$ cat src/swrc_pkg.sv
// Purpose: shared constants and carriers for the standby, wake and reset controller
// Assumes: one 20 MHz clock, synchronous active-low system reset nrst
// Notes: register map reached over a plain strobe port
//
// Overview of operation
// RULE1: reset out of standby equals ordinary reset
// RULE2: halt wake with master enable clear resumes inline
// RULE3: master enable set vectors two instructions later
// RULE4: testable wake input never vectors
// RULE5: reset pin low holds system reset
// RULE6: release loads counter from vectors 000H, 001H
// RULE7: any reset clears serial operation mode
// RULE8: any reset clears serial bus control
// RULE9: standby reset keeps slave address register
// RULE10: standby reset keeps serial shift register
// RULE11: stop ends only by reset
// RULE12: enabled request wakes halt, except edge zero
// RULE13: no stabilisation wait after standby reset
// RULE14: pending enabled request ends halt at once
// RULE15: standby reset keeps carry, clears skip, status
package swrc_pkg;

    // ------------------------------------------------------------
    // register offsets
    // ------------------------------------------------------------
    localparam logic [3:0] OFS_CTRL = 4'h0;
    localparam logic [3:0] OFS_STATUS = 4'h1;
    localparam logic [3:0] OFS_IRQ_REQ = 4'h2;
    localparam logic [3:0] OFS_IRQ_EN = 4'h3;
    localparam logic [3:0] OFS_SER_MODE = 4'h4;
    localparam logic [3:0] OFS_SER_BUS = 4'h5;
    localparam logic [3:0] OFS_SLAVE_ADR = 4'h6;
    localparam logic [3:0] OFS_SER_SHIFT = 4'h7;
    localparam logic [3:0] OFS_PC = 4'h8;
    localparam logic [3:0] OFS_CORE_FLAGS = 4'h9;
    localparam logic [3:0] OFS_VEC_HI = 4'ha;
    localparam logic [3:0] OFS_VEC_LO = 4'hb;

    // ------------------------------------------------------------
    // field positions and reset values
    // ------------------------------------------------------------
    localparam int CTRL_IME_BIT = 0;
    localparam int CTRL_HALT_BIT = 1;
    localparam int CTRL_STOP_BIT = 2;
    localparam int CTRL_INSTR_BIT = 3;
    localparam int FLAG_CARRY_BIT = 0;
    localparam int IRQ_EDGE0_BIT = 0;
    localparam int IRQ_TWAKE_BIT = 1;
    localparam logic [7:0] SER_MODE_RST = 8'h00;
    localparam logic [7:0] SER_BUS_RST = 8'h00;
    localparam logic [10:0] PC_RST = 11'h000;
    localparam logic [3:0] IRQ_RST = 4'h0;
    localparam logic [2:0] VEC_HI_RST = 3'h0;
    localparam logic [7:0] VEC_LO_RST = 8'h00;
    localparam logic [1:0] VECTOR_DELAY = 2'h2;

    typedef enum {RUN, HALTED, STOPPED, WAKE_WAIT} swrc_state_t;

    typedef struct packed {
        logic [3:0] addr;
        logic [7:0] wdata;
        logic wr;
        logic rd;
    } swrc_bus_t;

    typedef struct packed {
        logic run;
        logic vectorReq;
        logic [10:0] pc;
        logic pcLoad;
    } swrc_core_t;

endpackage

$ cat src/swrc_regfile.sv
`timescale 1ns/1ps
// Purpose: serial interface registers with standby-aware reset
// Assumes: nrst is synchronous and active low
// Notes: undefined-after-reset contents are modelled as untouched
module swrc_regfile
    import swrc_pkg::*;
(
    // clock and reset
    input wire logic clk,
    input wire logic nrst,
    // writes
    input wire logic wrMode,
    input wire logic wrBus,
    input wire logic wrAdr,
    input wire logic wrShift,
    input wire logic [7:0] wdata,
    // contents
    output logic [7:0] serialModeReg,
    output logic [7:0] serialBusReg,
    output logic [7:0] slaveAdrReg,
    output logic [7:0] serialShiftReg
);

    // ------------------------------------------------------------
    // cleared on every reset
    // ------------------------------------------------------------
    always_ff @(posedge clk)
    begin
        if (!nrst)
        begin
            serialModeReg <= SER_MODE_RST; // RULE7
            serialBusReg <= SER_BUS_RST; // RULE8
        end
        else
        begin
            if (wrMode)
                serialModeReg <= wdata;
            if (wrBus)
                serialBusReg <= wdata;
        end
    end

    // ------------------------------------------------------------
    // retained through reset
    // ------------------------------------------------------------
    // no reset branch: standby reset must keep these, and an
    // operating reset may leave them anything, so holding is legal
    always_ff @(posedge clk)
    begin
        if (nrst && wrAdr)
            slaveAdrReg <= wdata; // RULE9
        if (nrst && wrShift)
            serialShiftReg <= wdata; // RULE10
    end
endmodule

$ cat src/swrc_top.sv
`timescale 1ns/1ps
// Purpose: standby, wake and system reset controller for a small core
// Assumes: nrst is the reset pin, already synchronous
// Notes: core signals come straight from flip-flops
module swrc_top
    import swrc_pkg::*;
#(
    parameter int NSRC = 4
)
(
    // clock and reset
    input wire logic clk,
    input wire logic nrst,
    // register port
    input wire logic [3:0] addr,
    input wire logic [7:0] wdata,
    input wire logic wr,
    input wire logic rd,
    output logic [7:0] rdata,
    // interrupt sources, one-cycle set pulses
    input wire logic [NSRC-1:0] irqSet,
    // core handshake
    input wire logic instrDone,
    output logic coreRun,
    output logic vectorReq,
    output logic pcLoad,
    output logic [10:0] programCounter
);

    // ------------------------------------------------------------
    // state
    // ------------------------------------------------------------
    swrc_state_t state_reg, state_next;
    logic ime_reg;
    logic [NSRC-1:0] irqReq_reg;
    logic [NSRC-1:0] irqEn_reg;
    logic [2:0] vecHi_reg;
    logic [7:0] vecLo_reg;
    logic [10:0] pc_reg;
    logic pcLoad_reg;
    logic run_reg;
    logic vecReq_reg;
    logic [1:0] instrCnt_reg;
    logic standby_reg;
    logic relDone_reg;
    logic carry_reg;
    logic [2:0] skip_reg;
    logic status_reg;
    logic [7:0] rdata_reg;

    // ------------------------------------------------------------
    // decode
    // ------------------------------------------------------------
    swrc_bus_t busReq;

    assign busReq = '{addr: addr, wdata: wdata, wr: wr, rd: rd};
    wire wrCtrl = busReq.wr && busReq.addr == OFS_CTRL;
    wire wrReq = busReq.wr && busReq.addr == OFS_IRQ_REQ;
    wire wrEn = busReq.wr && busReq.addr == OFS_IRQ_EN;
    wire wrMode = busReq.wr && busReq.addr == OFS_SER_MODE;
    wire wrBus = busReq.wr && busReq.addr == OFS_SER_BUS;
    wire wrAdr = busReq.wr && busReq.addr == OFS_SLAVE_ADR;
    wire wrShift = busReq.wr && busReq.addr == OFS_SER_SHIFT;
    wire wrFlags = busReq.wr && busReq.addr == OFS_CORE_FLAGS;
    wire wrVecHi = busReq.wr && busReq.addr == OFS_VEC_HI;
    wire wrVecLo = busReq.wr && busReq.addr == OFS_VEC_LO;
    wire enterHalt = wrCtrl && busReq.wdata[CTRL_HALT_BIT] && state_reg == RUN;
    wire enterStop = wrCtrl && busReq.wdata[CTRL_STOP_BIT] && state_reg == RUN;
    wire instrPulse = instrDone || (wrCtrl && busReq.wdata[CTRL_INSTR_BIT]);

    logic wake;
    logic vectorTake;
    logic [7:0] modeQ, busQ, adrQ, shiftQ;

    swrc_wake_logic #(.NSRC(NSRC)) u_wake (
        .irqReq(irqReq_reg),
        .irqEn(irqEn_reg),
        .interrupt_master_enable(ime_reg),
        .wake(wake),
        .vectorTake(vectorTake)
    );

    swrc_regfile u_regs (
        .clk(clk),
        .nrst(nrst),
        .wrMode(wrMode),
        .wrBus(wrBus),
        .wrAdr(wrAdr),
        .wrShift(wrShift),
        .wdata(wdata),
        .serialModeReg(modeQ),
        .serialBusReg(busQ),
        .slaveAdrReg(adrQ),
        .serialShiftReg(shiftQ)
    );

    // ------------------------------------------------------------
    // standby state machine
    // ------------------------------------------------------------
    always_comb
    begin
        state_next = state_reg;
        unique case (state_reg)
            RUN:
                if (enterStop)
                    state_next = STOPPED;
                else if (enterHalt)
                    state_next = HALTED;
            // a request already pending wakes on the very next cycle
            HALTED:
                if (wake) // RULE12 RULE14
                    state_next = vectorTake ? WAKE_WAIT : RUN; // RULE2 RULE4
            // interrupts are ignored here; only nrst leaves stop
            STOPPED:
                state_next = STOPPED; // RULE11
            WAKE_WAIT:
                if (instrCnt_reg == VECTOR_DELAY)
                    state_next = RUN; // RULE3
        endcase
    end

    // ------------------------------------------------------------
    // named next values
    // ------------------------------------------------------------
    // the vector wait still lets the core run its two instructions
    wire runNext = state_next == RUN || state_next == WAKE_WAIT;
    wire [10:0] pcStart = {vecHi_reg, vecLo_reg};
    wire [NSRC-1:0] irqNext = (wrReq ? wdata[NSRC-1:0] : irqReq_reg) | irqSet;
    wire cntClear = state_reg == HALTED && state_next == WAKE_WAIT;
    wire cntStep = state_reg == WAKE_WAIT && instrPulse;
    wire vecDue = state_reg == WAKE_WAIT && instrCnt_reg == VECTOR_DELAY;
    wire standbyNext = state_next == HALTED || state_next == STOPPED;

    // ------------------------------------------------------------
    // reset: same path whatever the state, no stabilisation wait
    // ------------------------------------------------------------
    always_ff @(posedge clk)
    begin
        if (!nrst)
            state_reg <= RUN; // RULE1 RULE5
        else
            state_reg <= state_next;
    end

    // no oscillator wait is modelled, so the core starts on the first edge
    always_ff @(posedge clk)
    begin
        if (!nrst)
        begin
            relDone_reg <= 1'b0;
            pcLoad_reg <= 1'b0;
            run_reg <= 1'b0; // RULE5
        end
        else
        begin
            relDone_reg <= 1'b1;
            // first clock after release: load and run at once
            pcLoad_reg <= !relDone_reg; // RULE6 RULE13
            run_reg <= relDone_reg ? runNext : 1'b1;
        end
    end

    // ------------------------------------------------------------
    // interrupt flags
    // ------------------------------------------------------------
    always_ff @(posedge clk)
    begin
        if (!nrst)
            ime_reg <= 1'b0;
        else if (wrCtrl)
            ime_reg <= wdata[CTRL_IME_BIT];
    end

    // hardware set wins over software clear; flag held on inline wake
    always_ff @(posedge clk)
    begin
        if (!nrst)
            irqReq_reg <= NSRC'(IRQ_RST);
        else
            irqReq_reg <= irqNext; // RULE2
    end

    always_ff @(posedge clk)
    begin
        if (!nrst)
            irqEn_reg <= NSRC'(IRQ_RST);
        else if (wrEn)
            irqEn_reg <= wdata[NSRC-1:0];
    end

    // ------------------------------------------------------------
    // vector delay after a wake with master enable set
    // ------------------------------------------------------------
    always_ff @(posedge clk)
    begin
        if (!nrst)
            instrCnt_reg <= 2'h0;
        else if (cntClear)
            instrCnt_reg <= 2'h0;
        else if (cntStep)
            instrCnt_reg <= instrCnt_reg + 2'h1;
    end

    // one-cycle pulse as the wait hands back to run
    always_ff @(posedge clk)
    begin
        if (!nrst)
            vecReq_reg <= 1'b0;
        else
            vecReq_reg <= vecDue; // RULE3
    end

    // ------------------------------------------------------------
    // core flags
    // ------------------------------------------------------------
    always_ff @(posedge clk)
    begin
        if (!nrst)
        begin
            skip_reg <= 3'h0; // RULE15
            status_reg <= 1'b0; // RULE15
        end
        else if (wrFlags)
        begin
            skip_reg <= wdata[3:1];
            status_reg <= wdata[4];
        end
    end

    // carry keeps its contents across reset
    always_ff @(posedge clk)
    begin
        if (nrst && wrFlags)
            carry_reg <= wdata[FLAG_CARRY_BIT]; // RULE15
    end

    // ------------------------------------------------------------
    // start address
    // ------------------------------------------------------------
    // vector bytes and pc keep their contents across reset
    always_ff @(posedge clk)
    begin
        if (nrst && wrVecHi)
            vecHi_reg <= wdata[2:0];
        if (nrst && wrVecLo)
            vecLo_reg <= wdata;
    end

    // loaded once, on the first edge after nrst rises
    always_ff @(posedge clk)
    begin
        if (nrst && !relDone_reg)
            pc_reg <= pcStart; // RULE6
    end

    // standby marker sampled while nrst is high and held through reset, read back in the status register only
    always_ff @(posedge clk)
    begin
        if (nrst)
            standby_reg <= standbyNext;
    end

    // ------------------------------------------------------------
    // read port
    // ------------------------------------------------------------
    logic [7:0] rdMux;
    always_comb
    begin
        unique case (busReq.addr)
            OFS_CTRL: rdMux = {5'h00, state_reg == STOPPED, state_reg == HALTED, ime_reg};
            OFS_STATUS: rdMux = {5'h00, standby_reg, vecReq_reg, run_reg};
            OFS_IRQ_REQ: rdMux = 8'(irqReq_reg);
            OFS_IRQ_EN: rdMux = 8'(irqEn_reg);
            OFS_SER_MODE: rdMux = modeQ;
            OFS_SER_BUS: rdMux = busQ;
            OFS_SLAVE_ADR: rdMux = adrQ;
            OFS_SER_SHIFT: rdMux = shiftQ;
            OFS_PC: rdMux = pc_reg[7:0];
            OFS_CORE_FLAGS: rdMux = {3'h0, status_reg, skip_reg, carry_reg};
            OFS_VEC_HI: rdMux = {5'h00, vecHi_reg};
            OFS_VEC_LO: rdMux = vecLo_reg;
            default: rdMux = 8'h00;
        endcase
    end

    always_ff @(posedge clk)
    begin
        if (!nrst)
            rdata_reg <= 8'h00;
        else
            rdata_reg <= busReq.rd ? rdMux : 8'h00;
    end

    // ------------------------------------------------------------
    // core carrier
    // ------------------------------------------------------------
    // wires only: every field is a flip-flop, so outputs stay registered
    swrc_core_t coreOut;

    assign coreOut = '{run: run_reg, vectorReq: vecReq_reg, pc: pc_reg, pcLoad: pcLoad_reg};
    assign rdata = rdata_reg;
    assign coreRun = coreOut.run;
    assign vectorReq = coreOut.vectorReq;
    assign pcLoad = coreOut.pcLoad;
    assign programCounter = coreOut.pc;
endmodule

$ cat src/swrc_wake_logic.sv
`timescale 1ns/1ps
// Purpose: combinational wake decision for the halt state
// Assumes: request and enable vectors of equal width
// Notes: pure decode, no state
module swrc_wake_logic
    import swrc_pkg::*;
#(
    parameter int NSRC = 4
)
(
    // interrupt flags
    input wire logic [NSRC-1:0] irqReq,
    input wire logic [NSRC-1:0] irqEn,
    input wire logic interrupt_master_enable,
    // decision
    output logic wake,
    output logic vectorTake
);

    logic [NSRC-1:0] armed;
    logic [NSRC-1:0] vecArmed;

    genvar i;
    generate
        for (i = 0; i < NSRC; i++)
        begin : g_src
            // edge zero cannot release halt
            assign armed[i] = (i == IRQ_EDGE0_BIT) ? 1'b0 : (irqReq[i] & irqEn[i]); // RULE12
            // testable wake input releases but never vectors
            assign vecArmed[i] = (i == IRQ_TWAKE_BIT) ? 1'b0 : armed[i]; // RULE4
        end
    endgenerate

    assign wake = |armed; // RULE14
    assign vectorTake = interrupt_master_enable & (|vecArmed); // RULE2 RULE3
endmodule
$ cat config.mk
export PLATFORM = sky130hd
export DESIGN_NAME = swrc_top
export DESIGN_NICKNAME = d
export VERILOG_FILES = /design/src/swrc_pkg.sv /design/src/swrc_regfile.sv /design/src/swrc_top.sv /design/src/swrc_wake_logic.sv
export SDC_FILE = /design/constraint.sdc
export NUM_CORES = 1
export LEC_CHECK = 0
export BUFFER_PORTS_ARGS = -buffer_cell sky130_fd_sc_hd__buf_4
export CAP_MARGIN = 20
export CORE_ASPECT_RATIO = 1.4
export CORE_UTILIZATION = 50
export CTS_CLUSTER_SIZE = 8
export DETAILED_ROUTE_END_ITERATION = 8
export GPL_ROUTABILITY_DRIVEN = 0
export PLACE_DENSITY = 0.76
export SLEW_MARGIN = 0
export SYNTH_ARGS = -nofsm -noshare
export SYNTH_HDL_FRONTEND = slang
export SYNTH_SLANG_ARGS = --single-unit
$ cat constraint.sdc
create_clock -name clk -period 6.94 [get_ports clk]
set_input_delay 1.388 -clock clk [delete_from_list [all_inputs] [get_ports clk]]
set_output_delay 1.388 -clock clk [all_outputs]
set_load 0.05 [all_outputs]
==> flow_summary.yaml, run 1 <==
logic_synthesis:
  synthesis.area_sq_um: 4670
  ys_types: 53
  ys_seq_elements: 115
  synth_nets: 432
  synth_cells: 410
  synth_flop_cell: "dfxtp_1"
  yosysWarnings: 0
  synth_edf_count: 40
  yosysSeqAreaShare_pct: 57.8
  async_reset_ff_share_pct: 0
  syn_avg_cell_area_sq_um: 11.4
sta:
  slew_violations: 0
  final-setup-viol-count: 0
  final_hold_viol_count: 0
  max_freq_mhz: 349
  whs_ps: 448
  fin_ws_ps: 4080
  min_period_over_period_pct: 41.3
  post-route-min-period_ps: 2860
  rsz0062_at_grt: "no"
  slew-limit-headroom_pct: 39.2
  skew_ps: 6.21
  fin_setup_tns_ps: 0
  worstMarginPinSlew_ps: 909
cells_and_area:
  nNetsFinal: 471
  stdcell_count: 569
  diodes: 0
  postLayoutCoreUtil_pct: 62.2
  stdcell_area_sq_um: 5620
  largest_reg_flops: 32
  nFillCells: 692
  area_delta_synth_final_pct: 20.2
  drive_above_1_share_pct: 22.5
pwr:
  p_comb_share_pct: 6.0
  power_mw: 1.62
  intPower_mw: 1.24
  clockPowerShare_pct: 49.9
  power_switching_mw: 0.385
  power_density_nw_per_um2: 289
  vdd_ir_drop_max_v: 0.000229
  p_leak_nw: 2.18
  seq_power_share_pct: 44.2
  swShare_pct: 23.8
critical_path:
  critPathArrivalTime_ps: 2910
  end_kind: "flip-flop"
  crit_type: "input pin to flip-flop"
  critPathRequiredTime_ps: 6980
  crit_path_max_fanout: 19
  rrSetupSlack_ps: 5100
  cp-start-kind: "input pin"
placed_design:
  dpl_cell_area_sq_um: 5030
  hpwlAfterDp_microns: 6970
  port_buffers: 42
  dp_slack_ps: 2890
  place_inst: 536
floorplan:
  dieArea_sq_um: 9740
  core.rowCount: 41
  die_x_microns: 83.7
  start_util_pct: 51.8
  core-area_sq_um: 9030
  die_y_microns: 116
  ioPinCount: 43
detailed_routing:
  viasPerCell: 5.89
  drtIter0Drc: 393
  drc: 0
  wirelength_microns: 10400
  wl_per_cell_microns: 18.2
  ant_nets: 0
  num_vias: 3349
  first_pass_iters: 5
cts:
  clk_path_buf_depth: 2
  cts.sinks: 115
  cts_buffers: 17
  clock_latency_ps: 420
  cts_setup_buffers: 0
  cts-root-buf: "clkbuf_16"
  holdBufCountCts: 0
  cts_tree: "yes"
  clkSlewWorstSetupHoldPaths_ps: 50
  htree_levels: 4
  cts_resized: 0
job:
  cap_violations: 0
global_routing:
  antenna_found_initial: 0
  gr-total-overflow: 0
  track_usage_pct: 22.6
  grt_pass1_wl_microns: 16700
  grt_max_degree: 40
  grt_pass1_vias: 3218
status:
  status: "finished clean"
min_path:
  hp-class: "flip-flop to flip-flop"
==> metal layers <==
layer  vias to the layer above  track usage [%]  part of all wire, %
met5                         -                0                    0
met4                         0             10.1                  2.6
met3                        23             6.93                  5.6
met2                       115             38.0                   51
met1                      1625             26.8                   41
li1                       1586                -                    -
==> cell families (layout without fill, tap and decap cells) <==
family	after synthesis	after routing	synth area share, %
flip-flops	115	115	57.8
multiplexers	33	33	7.84
buffers and inverters	35	87	3.05
AND/OR/NAND/NOR	145	145	19.6
AO/OA/AOI/OAI	81	81	11.4
adder cells (fa/ha/maj)	1	1	0.268
==> Yosys cell counts (2+ instances only) <==
| cell type | count | area [sq um] |
|---|---|---|
| a21oi_1 | 25 | 125 |
| a221oi_1 | 2 | 17.5 |
| a22o_1 | 4 | 35.0 |
| a22oi_1 | 4 | 30.0 |
| a31o_2 | 2 | 17.5 |
| a31oi_1 | 7 | 43.8 |
| a32oi_1 | 6 | 52.6 |
| and2_1 | 30 | 188 |
| and3_1 | 2 | 12.5 |
| buf_2 | 9 | 45.0 |
| clkbuf_1 | 16 | 60.1 |
| dfxtp_1 | 75 | 1500 |
| edfxtp_1 | 40 | 1200 |
| inv_1 | 9 | 33.8 |
| mux2_2 | 9 | 101 |
| mux2i_1 | 22 | 220 |
| mux4_2 | 2 | 45.0 |
| nand2_1 | 26 | 97.6 |
| nand2b_1 | 5 | 31.3 |
| nand3_1 | 9 | 45.0 |
| nand3b_1 | 7 | 52.6 |
| nand4_1 | 3 | 18.8 |
| nand4b_1 | 3 | 26.3 |
| nor2_1 | 24 | 90.1 |
| nor2b_1 | 7 | 43.8 |
| nor3_1 | 5 | 25.0 |
| nor3b_1 | 5 | 37.5 |
| nor4_2 | 3 | 37.5 |
| nor4_4 | 5 | 106 |
| o21ai_0 | 16 | 80.1 |
| o22ai_1 | 2 | 12.5 |
| o32ai_1 | 2 | 17.5 |
| or4_1 | 4 | 30.0 |
==> worst max-delay path: stages <==
cell     delay [ps]
buf_4           210
nor2b_1         480
nand3_1         190
nor2_1          620
==> worst paths after layout <==
path / start / end / cells after the start
worst max register to register: state_reg[19]$_SDFF_PN0_ / rdata[1]$_SDFF_PN0_ / 4
worst min-delay path: vecLo_reg[0]$_DFFE_PP_ / programCounter[0]$_DFFE_PP_ / 0
worst min register to register: vecLo_reg[0]$_DFFE_PP_ / programCounter[0]$_DFFE_PP_ / 0
worst max-delay path: addr[3] / vecLo_reg[6]$_DFFE_PP_ / 4
==> power groups by stage <==
stage	Clock [mW]	Sequential, mW	Combinational (mW)
detailed placement	0	0.730	0.0939
finish	0.808	0.716	0.0971
CTS	0.820	0.716	0.0944
global route	0.850	0.716	0.104
floorplan	0	0.741	0.0496
global placement	0	0.729	0.0922
==> cell type report <==
class	count	area (sq um)	area share, %
well taps	107	134	2.38
multi-input cells	260	1830	32.5
clock inverters	15	134	2.38
flip-flops and latches	115	2700	48.1
repair buffers	45	355	6.33
inverters	10	37.5	0.668
clock buffers	17	425	7.57
==> cells in the final DEF (no fill, tap or decap), types with 5 or more instances in the layout <==
cell type | netlist | routed
nor3b_1 | 5 | 5
nand2_1 | 26 | 26
a32oi_1 | 6 | 6
nor2b_1 | 7 | 7
mux2_2 | 9 | 9
nor4_4 | 5 | 5
nor2_1 | 24 | 24
nand3_1 | 9 | 9
a21oi_1 | 25 | 25
nand2b_1 | 5 | 5
edfxtp_1 | 40 | 40
and2_1 | 30 | 30
clkbuf_16 | 0 | 17
buf_4 | 0 | 43
inv_1 | 9 | 9
mux2i_1 | 22 | 22
dfxtp_1 | 75 | 75
a31oi_1 | 7 | 7
o21ai_0 | 16 | 16
nand3b_1 | 7 | 7
clkinv_4 | 0 | 5
nor3_1 | 5 | 5
No activity file was read; power rests on OpenSTA's default activity.
==> inputs of run 2 (changes only) <==
==> constraint.sdc (replaced) <==
create_clock -name clk -period 2.8 [get_ports clk]
set_input_delay 0.56 -clock clk [delete_from_list [all_inputs] [get_ports clk]]
set_output_delay 0.56 -clock clk [all_outputs]
set_load 0.05 [all_outputs]
==> run 2 against run 1 <==
Net effect: sequential power is 150% higher; critical path depth stayed put; largest cell class unchanged; largest power group unchanged; cell count is 0.88% higher.
==> flow_summary.yaml, run 2 (same netlist as run 1, synthesis figures left out) <==
cells_and_area:
  largest_reg_flops: 32
  nNetsFinal: 476
  final_cell_mix: "dfxtp_1 (75), buf_4 (50), edfxtp_1 (40)"
  stdcell_count: 574
  area_delta_synth_final_pct: 21.9
  drive_above_1_share_pct: 22.7
  final_common_cell: "dfxtp_1"
  diodes: 0
sta:
  rsz0062_at_grt: "no"
  final-setup-viol-count: 0
  skew_ps: 8.20
  fin_setup_tns_ps: 0
  slew-limit-headroom_pct: 45.8
  post-route-min-period_ps: 1810
  min_period_over_period_pct: 64.6
  max_freq_mhz: 553
  slew_violations: 0
  worstMarginPinSlew_ps: 810
  final_hold_viol_count: 0
min_path:
  hp-start: "wdata[6]"
  hp-class: "input pin to flip-flop"
  hold_depth: 1
  holdPathEnd: "vecLo_reg[6]$_DFFE_PP_"
floorplan:
  core.rowCount: 41
  die_y_microns: 116
  core-area_sq_um: 9030
  start_util_pct: 51.8
  die_x_microns: 83.7
  ioPinCount: 43
  dieArea_sq_um: 9740
critical_path:
  rrSetupSlack_ps: 990
  critPathArrivalTime_ps: 2110
  reg2reg_to: "state_reg[1]$_SDFF_PN0_"
  slowest_delay_ps: 560
  end_kind: "flip-flop"
  crit_type: "flip-flop to flip-flop"
  cp_cell_sequence: "nor4_4 > nand4_4 > or4_1 > o221a_1"
  cp-start-kind: "flip-flop"
  crit_path_max_fanout: 10
  rr_worst_depth: 4
  critPathRequiredTime_ps: 3100
  crit_path_top_delay_cell: "or4_1"
  timing.rr.start: "state_reg[3]$_SDFF_PN0_"
pwr:
  vdd_ir_drop_max_v: 0.000520
  p_leak_nw: 2.23
  power_density_nw_per_um2: 742
placed_design:
  place_inst: 542
  port_buffers: 42
  hpwlAfterDp_microns: 7120
job:
  cap_violations: 0
global_routing:
  gr-total-overflow: 0
  track_usage_pct: 23.2
  antenna_found_initial: 0
  grt_max_degree: 40
  grt_pass1_wl_microns: 17000
  grt_pass1_vias: 3379
status:
  status: "finished clean"
cts:
  clk_path_buf_depth: 2
  cts-root-buf: "clkbuf_16"
  cts_setup_buffers: 0
  cts.sinks: 115
  htree_levels: 4
  clock_latency_ps: 410
  holdBufCountCts: 0
  cts_buffers: 17
  clkSlewWorstSetupHoldPaths_ps: 60
  cts_resized: 0
  cts_tree: "yes"
detailed_routing:
  num_vias: 3376
  drc: 0
  wirelength_microns: 10600
  viasPerCell: 5.88
  wl_per_cell_microns: 18.5
  first_pass_iters: 6
  drtIter0Drc: 348
  ant_nets: 0
## run 2: layer usage
metal	routed length [microns]	track usage [%]
met1	4260	25.9
met3	565	5.80
met2	5430	40.6
met4	352	13.6
met5	0	0
## run 2: layout make-up
class | instances | area, sq um
Clock buffer | 24 | 526
Timing Repair Buffer | 50 | 375
Inverter | 10 | 37.5
Sequential cell | 115 | 2700
Clock inverter | 8 | 92.6
Tap cell | 107 | 134
Multi-Input combinational cell | 260 | 1830
Fill cell | 712 | 3330
## run 2: worst max-delay path: cells and delay by family, from the launching register on
kind             cells  cell delay, ps
AO/OA/AOI/OAI        1             240
AND/OR/NAND/NOR      3            1130
flip-flops           1             330
## run 2: how the worst max path moves through the flow
stage                                              end                      from  slack [ps]  depth (start not counted)
global placement                vecLo_reg[7]$_DFFE_PP_                   addr[3]         710                          4
detailed placement              vecLo_reg[7]$_DFFE_PP_                   addr[3]         630                          4
global route                   state_reg[1]$_SDFF_PN0_  state_reg[19]$_SDFF_PN0_         880                          4
floorplan           u_regs.serialShiftReg[0]$_DFFE_PP_                   addr[1]         430                          5
CTS                            state_reg[1]$_SDFF_PN0_  state_reg[19]$_SDFF_PN0_         980                          4
finish                         state_reg[1]$_SDFF_PN0_   state_reg[3]$_SDFF_PN0_         990                          4
## run 2: where the power goes
part	switching, mW	leakage [nW]	internal [mW]
sequential	0.0185	0.973	1.76
clock	0.722	0.310	1.49
combinational	0.157	0.948	0.0848
## run 2: through the flow
step | hold slack (ps) | total power, mW | cell area [sq um] | worst slack (ps) | utilization, %
global placement | 435 | 2.04 | 5080 | 713 | 56.2
CTS | 353 | 4.25 | 5700 | 977 | 63.1
floorplan | 414 | 1.96 | 4670 | 429 | -
finish | 367 | 4.22 | 5700 | 992 | 63.1
global route | 359 | 4.35 | 5700 | 875 | 63.1
detailed placement | 448 | 2.05 | 5080 | 634 | 56.2
